===== src/an_np_mmd_defines.svh =====
// Offsets, fields and reset values of the negotiation and extended-access registers
`ifndef AN_NP_MMD_DEFINES_SVH
`define AN_NP_MMD_DEFINES_SVH
`define IDX_PARTNER_ABILITY 4'h5
`define IDX_EXPANSION       4'h6
`define IDX_LOCAL_NP        4'h7
`define IDX_PARTNER_NP      4'h8
`define IDX_EXT_CTRL        4'hd
`define IDX_EXT_DATA        4'he
`define SELECTOR_RST        5'h01
`define LOCAL_NP_RST        16'h2001
`define LOCAL_NP_WMASK      16'hb7ff
`define NP_MORE_BIT         15
`define NP_TOGGLE_BIT       11
`define CTRL_WMASK          16'hc01f
`endif


===== src/an_np_mmd_pkg.sv =====
// Types for the negotiation and extended-access register slice
package an_np_mmd_pkg;
   typedef enum logic [1:0] {
      op_address,
      op_data,
      op_data_inc_rw,
      op_data_inc_wr
   } ext_op_e;
endpackage : an_np_mmd_pkg


===== src/an_np_mmd_regs.sv =====
// APB register slice: partner ability, expansion, next pages, extended access
`timescale 1ns/1ps
`include "an_np_mmd_defines.svh"
module an_np_mmd_regs
   import an_np_mmd_pkg::*;
#(
   parameter int DEV_AW = 5,
   parameter int REG_AW = 16
) (
   // APB
   input  wire logic        pclk,
   input  wire logic        presetn,
   input  wire logic        psel,
   input  wire logic        penable,
   input  wire logic        pwrite,
   input  wire logic [11:0] paddr,
   input  wire logic [31:0] pwdata,
   output logic             pready,
   output logic [31:0]      prdata,
   output logic             pslverr,
   // Negotiation engine status
   input  wire logic [10:0] partner_ability_hi,
   input  wire logic        par_det_fault,
   input  wire logic        partner_np_able,
   input  wire logic        partner_an_able,
   input  wire logic        page_rx,
   input  wire logic [15:0] partner_np_word,
   input  wire logic        tx_toggle,
   // Next page to transmit
   output logic [15:0]      local_np_word,
   // Extended device access
   output logic             ext_req,
   output logic             ext_write,
   output logic [DEV_AW-1:0] ext_dev,
   output logic [REG_AW-1:0] ext_reg,
   output logic [15:0]      ext_wdata,
   input  wire logic [15:0] ext_rdata
);

   logic [15:0] local_np;
   logic [15:0] ext_ctrl;
   logic [15:0] ext_addr;
   logic        fault_latch;
   logic        page_latch;

   wire         access    = psel & penable;
   wire         wr        = access & pwrite;
   wire         rd        = access & ~pwrite;
   wire         aligned   = paddr[1:0] == 2'b00 && paddr[11:6] == 6'h00;
   wire [3:0]   idx       = paddr[5:2];
   wire         hit_part  = aligned && idx == `IDX_PARTNER_ABILITY;
   wire         hit_exp   = aligned && idx == `IDX_EXPANSION;
   wire         hit_lnp   = aligned && idx == `IDX_LOCAL_NP;
   wire         hit_pnp   = aligned && idx == `IDX_PARTNER_NP;
   wire         hit_ctrl  = aligned && idx == `IDX_EXT_CTRL;
   wire         hit_data  = aligned && idx == `IDX_EXT_DATA;
   wire         mapped    = hit_part | hit_exp | hit_lnp | hit_pnp | hit_ctrl | hit_data;
   wire ext_op_e op       = ext_op_e'(ext_ctrl[15:14]);
   wire         data_mode = op != op_address;
   // Post increment after reads only for opcode 10, after writes for 10 and 11
   wire         inc       = hit_data && data_mode &&
                            ((wr && op != op_data) || (rd && op == op_data_inc_rw));
   wire         exp_read  = rd && hit_exp;

   // Latched flags: set has priority over the read that clears them
   wire next_fault = par_det_fault | (fault_latch & ~exp_read);
   wire next_page  = page_rx | (page_latch & ~exp_read);

   wire [15:0] exp_word = {11'h000, fault_latch | par_det_fault, partner_np_able, 1'b1,
                           page_latch | page_rx, partner_an_able};
   wire [15:0] lnp_word = {local_np[15:12], tx_toggle, local_np[10:0]};
   wire [15:0] pnp_word = partner_np_word;

   wire [15:0] next_rdata =
      hit_part ? {partner_ability_hi, `SELECTOR_RST} :
      hit_exp  ? exp_word :
      hit_lnp  ? lnp_word :
      hit_pnp  ? pnp_word :
      hit_ctrl ? ext_ctrl :
      hit_data ? (data_mode ? ext_rdata : ext_addr) : 16'h0000;

   always_ff @(posedge pclk or negedge presetn) begin
      if (!presetn) begin
         local_np <= `LOCAL_NP_RST;
      end else if (wr && hit_lnp) begin
         local_np <= pwdata[15:0] & `LOCAL_NP_WMASK;
      end
   end

   always_ff @(posedge pclk or negedge presetn) begin
      if (!presetn) begin
         ext_ctrl <= 16'h0000;
      end else if (wr && hit_ctrl) begin
         ext_ctrl <= pwdata[15:0] & `CTRL_WMASK;
      end
   end

   // Address write in opcode 00, bump by one on qualifying data access
   always_ff @(posedge pclk or negedge presetn) begin
      if (!presetn) begin
         ext_addr <= 16'h0000;
      end else if (wr && hit_data && !data_mode) begin
         ext_addr <= pwdata[15:0];
      end else if (inc) begin
         ext_addr <= ext_addr + 16'h0001;
      end
   end

   always_ff @(posedge pclk or negedge presetn) begin
      if (!presetn) begin
         fault_latch <= 1'b0;
         page_latch  <= 1'b0;
      end else begin
         fault_latch <= next_fault;
         page_latch  <= next_page;
      end
   end

   // Zero-wait slave; outputs registered in the setup cycle so read data lands at the start of access
   always_ff @(posedge pclk or negedge presetn) begin
      if (!presetn) begin
         pready  <= 1'b0;
         prdata  <= 32'h0000_0000;
         pslverr <= 1'b0;
      end else begin
         pready  <= psel & ~penable;
         prdata  <= {16'h0000, next_rdata};
         pslverr <= psel & ~penable & ~mapped;
      end
   end

   // Extended bus strobe: one pulse per completed data-mode access
   always_ff @(posedge pclk or negedge presetn) begin
      if (!presetn) begin
         ext_req       <= 1'b0;
         ext_write     <= 1'b0;
         ext_dev       <= '0;
         ext_reg       <= '0;
         ext_wdata     <= 16'h0000;
         local_np_word <= `LOCAL_NP_RST;
      end else begin
         ext_req       <= access && pready && hit_data && data_mode;
         ext_write     <= pwrite;
         ext_dev       <= ext_ctrl[DEV_AW-1:0];
         ext_reg       <= ext_addr[REG_AW-1:0];
         ext_wdata     <= pwdata[15:0];
         local_np_word <= lnp_word;
      end
   end

endmodule : an_np_mmd_regs


===== config.mk =====
export PLATFORM = sky130hd
export DESIGN_NAME = an_np_mmd_regs
export DESIGN_NICKNAME = d
export VERILOG_FILES = /design/src/an_np_mmd_pkg.sv /design/src/an_np_mmd_regs.sv
export VERILOG_INCLUDE_DIRS = /design/src
export SDC_FILE = /design/constraint.sdc
export NUM_CORES = 1
export LEC_CHECK = 0
export ABC_AREA = 0
export BUFFER_PORTS_ARGS = -buffer_cell sky130_fd_sc_hd__buf_2
export CAP_MARGIN = 20
export CORE_MARGIN = 2
export CORE_UTILIZATION = 25
export DETAILED_ROUTE_END_ITERATION = 8
export GPL_ROUTABILITY_DRIVEN = 0
export PLACE_DENSITY = 0.55
export RECOVER_POWER = 50
export SYNTH_ARGS = -nofsm -noshare
export SYNTH_HDL_FRONTEND = slang
export SYNTH_SLANG_ARGS = --single-unit

===== constraint.sdc =====
create_clock -name pclk -period 2.2 [get_ports pclk]
set_input_delay 0.22 -clock pclk [delete_from_list [all_inputs] [get_ports pclk]]
set_output_delay 0.22 -clock pclk [all_outputs]
set_load 0.01 [all_outputs]

; After elaboration in Yosys (flattened, before gate mapping)
; Cells that the tools add are included.
[totals]
ff_bits = 111
input_bits = 97
out_inout_bits = 89
word_cells = 77
[op_classes]
addsub = 1
eq_ne = 8
muxes = 9
n_bitwise = 20
reduce_logical = 25
[op_table]
columns = cell, n
row1 = 2-to-1 mux 16 bit, 9
row2 = logical AND 1 bit, 19
row3 = adder 16 x 1 -> 16 bit (second input constant), 1
row4 = equality test 4 x 3 -> 1 bit (second input constant), 3
row5 = equality test 4 bit (second input constant), 3
row6 = bitwise OR 1 bit, 9
row7 = bitwise AND 1 bit, 7
row8 = zero test 6 bit, 1
row9 = NOT 1 bit, 4
row10 = nonzero test 2 bit, 2
row11 = equality test 2 bit (second input constant), 1
row12 = zero test 2 bit, 1
row13 = inequality test 2 x 1 -> 1 bit (second input constant), 1
row14 = zero test 1 bit, 1
row15 = logical OR 1 bit, 1

; Depth between registers and ports, before layout
[logic_depth]
ltp_word = 10
ltp_mapped = 8
ltp_nobuf = 6

; Least setup slack after synthesis
; Ideal clock, no wire load.
[synth_path]
path_kind = input to register
startpoint = input port paddr[1]
endpoint = register ext_ctrl[0]
setup_time_ns = 0.125
arrival_time_ns = 2.077
t_required_ns = 2.075
slack_ns = -0.003
cell_stages = 6
path_buffers = 2
cell_sequence = or4_1 or2_0 buf_6 or4_4 buf_6 mux2_4
[synth_via]
elab_chain_len = 4
[synth_lines]
columns = item, line_no
row1 = from (decl), an_np_mmd_regs.sv:16  ; input wire logic [11:0] paddr,
row2 = zero test 2 bit, an_np_mmd_regs.sv:49  ; wire aligned = paddr[1:0] == 2'b00 && paddr[11:6] == 6'h00;
row3 = logical AND 1 bit, an_np_mmd_regs.sv:49
row4 = logical AND 1 bit (no line), --
row5 = logical AND 1 bit, an_np_mmd_regs.sv:93  ; end else if (wr && hit_ctrl) begin
row6 = to (signal assigned), an_np_mmd_regs.sv:94  ; ext_ctrl <= pwdata[15:0] & `CTRL_WMASK;
row7 = to (decl), an_np_mmd_regs.sv:41  ; logic [15:0] ext_ctrl;
; Every way passes these cells.
; A chain may end at the register's enable or synchronous reset.

; Worst setup path in the final report
[layout_path]
startpoint = register ext_ctrl[15]
endpoint = register ext_addr[12]
[layout_via]
elab_chain_len = 5
elab_cells_between_ends = 12
cone_classes = eq/ne (2) / mux (1) / reduce/logical (9)
[layout_lines]
columns = item, line_no
row1 = inequality test 2 x 1 -> 1 bit or equality test 2 bit (tied branches), an_np_mmd_regs.sv:62  ; ((wr && op != op_data) || (rd && op == op_data_inc_rw));
row2 = logical AND 1 bit, an_np_mmd_regs.sv:62
row3 = logical OR 1 bit, an_np_mmd_regs.sv:62
row4 = logical AND 1 bit, an_np_mmd_regs.sv:61  ; wire inc = hit_data && data_mode &&
row5 = nonzero test 2 bit (no line), --
row6 = to (signal assigned), an_np_mmd_regs.sv:103  ; ext_addr <= pwdata[15:0];
row7 = to (signal assigned), an_np_mmd_regs.sv:105  ; ext_addr <= ext_addr + 16'h0001;
row8 = to (decl), an_np_mmd_regs.sv:42  ; logic [15:0] ext_addr;
; Several ways; a longest one is shown, not always the timed one.

==> impl_metrics.env <==
export IMPL_status="finished, final reports clean"
export IMPL_netlist_top_cells_area="dfrtp_1 (56%), mux2_2 (4.5%), nand2_1 (3.1%)"
export IMPL_antenna_found_initial=0
export IMPL_synth_flop_cell="dfrtp_1"
export IMPL_die_x_um=142
export IMPL_fin_crit_sh_pct=89.0
export IMPL_wl_um=14800
export IMPL_ios=186
export IMPL_crit_path_max_fanout=18
export IMPL_max_slew_margin_pct=25.5
export IMPL_async_flop_share_pct=100
export IMPL_setup_viol=0
export IMPL_endpoint_kind="register"
export IMPL_tightest_slew_ps=1120
export IMPL_nNetsFinal=681
export IMPL_use_met1_pct=19.4
export IMPL_rsz0062_at_grt="no"
export IMPL_start_util_pct=25.4
export IMPL_dp_cells=800
export IMPL_critical_path_class="register to register"
export IMPL_grt_overflow_total=0
export IMPL_yosysTopAreaCellShare_pct=56.4
export IMPL_routedWlPerCell_um=18.0
export IMPL_crit_path_start_kind="register"
export IMPL_diodes=0
export IMPL_grt_max_degree=42
export IMPL_use_met3_pct=4.12
export IMPL_core_region_area_sq_um=18700
export IMPL_hp_class="input pin to register"
export IMPL_die_h_um=142
export IMPL_syn_area_sq_um=4750
export IMPL_power_density_nw_per_um2=659
export IMPL_hold_viol_final=0
export IMPL_instances_no_fill=822
export IMPL_synth_avg_cell_area_sq_um=11.6
export IMPL_htreeDepth=3
export IMPL_cts_tree="done"
export IMPL_slowest_stage="or4_1"
export IMPL_vias_per_cell=4.68
export IMPL_critPathRequiredTime_ps=2440
export IMPL_layout_drive_gt1_share_pct=33.5
export IMPL_ys_ff_latch=111
export IMPL_dr_pass1_iters=5
export IMPL_maxCapViolations=0
export IMPL_grt_pass1_wl_um=22100
export IMPL_io_buffers=152
export IMPL_synth_edff_count=0
export IMPL_cts_buffers=9
export IMPL_synth_warnings=0
export IMPL_synthCells=411
export IMPL_clk_pin_slew_ps=80
export IMPL_ir_drop_uv=345
export IMPL_track_usage_pct=14.7
export IMPL_cts_sinks=111
export IMPL_cpLargestDelayFamily="simple AND/OR/NAND/NOR gates"
export IMPL_root_buffer="clkbuf_16"
export IMPL_path_buf_inv=1
export IMPL_grt_pass1_vias=3866
export IMPL_slowest_delay_ps=510
export IMPL_clk_insertion_delay_late_ps=360
export IMPL_route_detailed_drc=0
export IMPL_die_area_sq_um=20100
export IMPL_layout_min_cycle_time_ps=1960
export IMPL_crit_path_cell_trace="or2_2, or4_1, buf_4, mux2i_1, o21ai_0"
export IMPL_busiest_layer="met2"
export IMPL_synth_top_cell_by_area="dfrtp_1"
export IMPL_postCtsResizedCells=0
export IMPL_final_cell_mix="buf_2 (119), dfrtp_1 (107), nand2_1 (39)"
export IMPL_clockBufferDepth=2
export IMPL_skew_ps=10.8
export IMPL_use_met2_pct=23.5
export IMPL_final_common_cell="buf_2"
export IMPL_vias=3850
export IMPL_dp_hpwl_um=11300
export IMPL_ys_seq_area_share_pct=58.6
export IMPL_layout_core_utilization_pct=33.1
export IMPL_syn2layout_area_growth_pct=30.3
export IMPL_fmax_ghz=0.511
export IMPL_leakagePower_uw=0.00290
export IMPL_drtAntennaViolNets=0
export IMPL_fp_row_count=50
export IMPL_drtIter0Drc=197
export IMPL_ys_types=52
export IMPL_postLayoutCellArea_sq_um=6190
export IMPL_slew_viol_final=0
export IMPL_post_dp_cell_area_sq_um=5870
export IMPL_arrival_ps=2200
-- cell usage after synthesis, drive strengths merged (4+ instances only) --
library cell and number:
nand2 39, nor2 8, nand4 6, o31ai 12, nor3 8, a22oi 6
xnor2 8, nand2b 7, nor4 9, inv 9, o21ai 23, buf 21
o211ai 4, a21oi 23, and2 5, dfrtp 107, nand3 12, dfstp 4
nor2b 4, mux2 26, or4 4, a221oi 10, mux2i 10, clkbuf 18
-- where the power goes --
part / leakage (uW) / total (uW) / internal (uW) / switching, uW
Combinational: 0.00133 / 276 / 102 / 174
Clock: 0.000152 / 1740 / 934 / 807
Sequential: 0.00142 / 2070 / 2060 / 6.23
-- kinds of logic (layout without fill, tap and decap cells) --
group | count (synthesis) | in the layout | synth area share, %
xor+xnor | 8 | 8 | 1.47
mux | 36 | 36 | 8.82
compound gates | 90 | 90 | 12.1
fa+ha+maj | 1 | 1 | 0.263
flops | 111 | 111 | 58.6
simple gates | 116 | 116 | 13.2
buf+inv | 48 | 209 | 5.50
other cells | 1 | 17 | 0.0789
-- timing repair --
| item | 4_1_cts | 5_1_grt |
|---|---|---|
| setup buffers | 0 | 0 |
| hold endpoints to repair | 41 | 0 |
| hold buffers | 6 | 0 |
-- per-layer routing --
metal | up-vias | routed length (um) | part of all wire (%)
met2 | 168 | 7100 | 48
met5 | - | 0 | 0
met1 | 1865 | 6400 | 43
met3 | 21 | 999 | 6.7
li1 | 1796 | - | -
met4 | 0 | 308 | 2.1
-- path summary, 6_finish.rpt --
check	startpoint	endpoint	slack (ps)	cells after the start
worst max-delay path	ext_ctrl[15]	ext_addr[12]	240	5
worst min-delay path	penable	pready	30	2
worst max register to register	ext_ctrl[15]	ext_addr[12]	240	5
worst min register to register	local_np[13]	local_np_word[13]	390	0
max in group asynchronous	presetn	ext_reg[14]	560	3
min in group asynchronous	presetn	local_np_word[10]	600	2
-- worst reg2reg max path, stage by stage (launching register included) --
cell,delay (ps)
dfrtp_1,430
or2_2,480
or4_1,510
buf_4,180
mux2i_1,140
o21ai_0,90
-- through the flow --
| stage | setup slack (ps) | power (uW) | TNS, ps | hold WS, ps |
|---|---|---|---|---|
| 2_1_floorplan | 2.56 | 2210 | 0 | -75.6 |
| 3_3_place_gp | -64.6 | 2380 | -478 | 254 |
| 3_5_place_dp | -78.3 | 2380 | -817 | 253 |
| 4_1_cts | 250 | 4150 | 0 | 1.79 |
| 5_1_grt | 163 | 4250 | 0 | 22.0 |
| 6_report | 242 | 4080 | 0 | 33.8 |
-- area by class of cell --
type                       count  area, sq um
fill                        1931        12500
clock inverter                 6         75.1
sequential                   111         2780
clock buffer                  10          239
timing repair buffer         184          981
multi-input combinational    268         1790
tap                          234          293
inverter                       9         33.8
No activity file was read; power rests on OpenSTA's default activity.
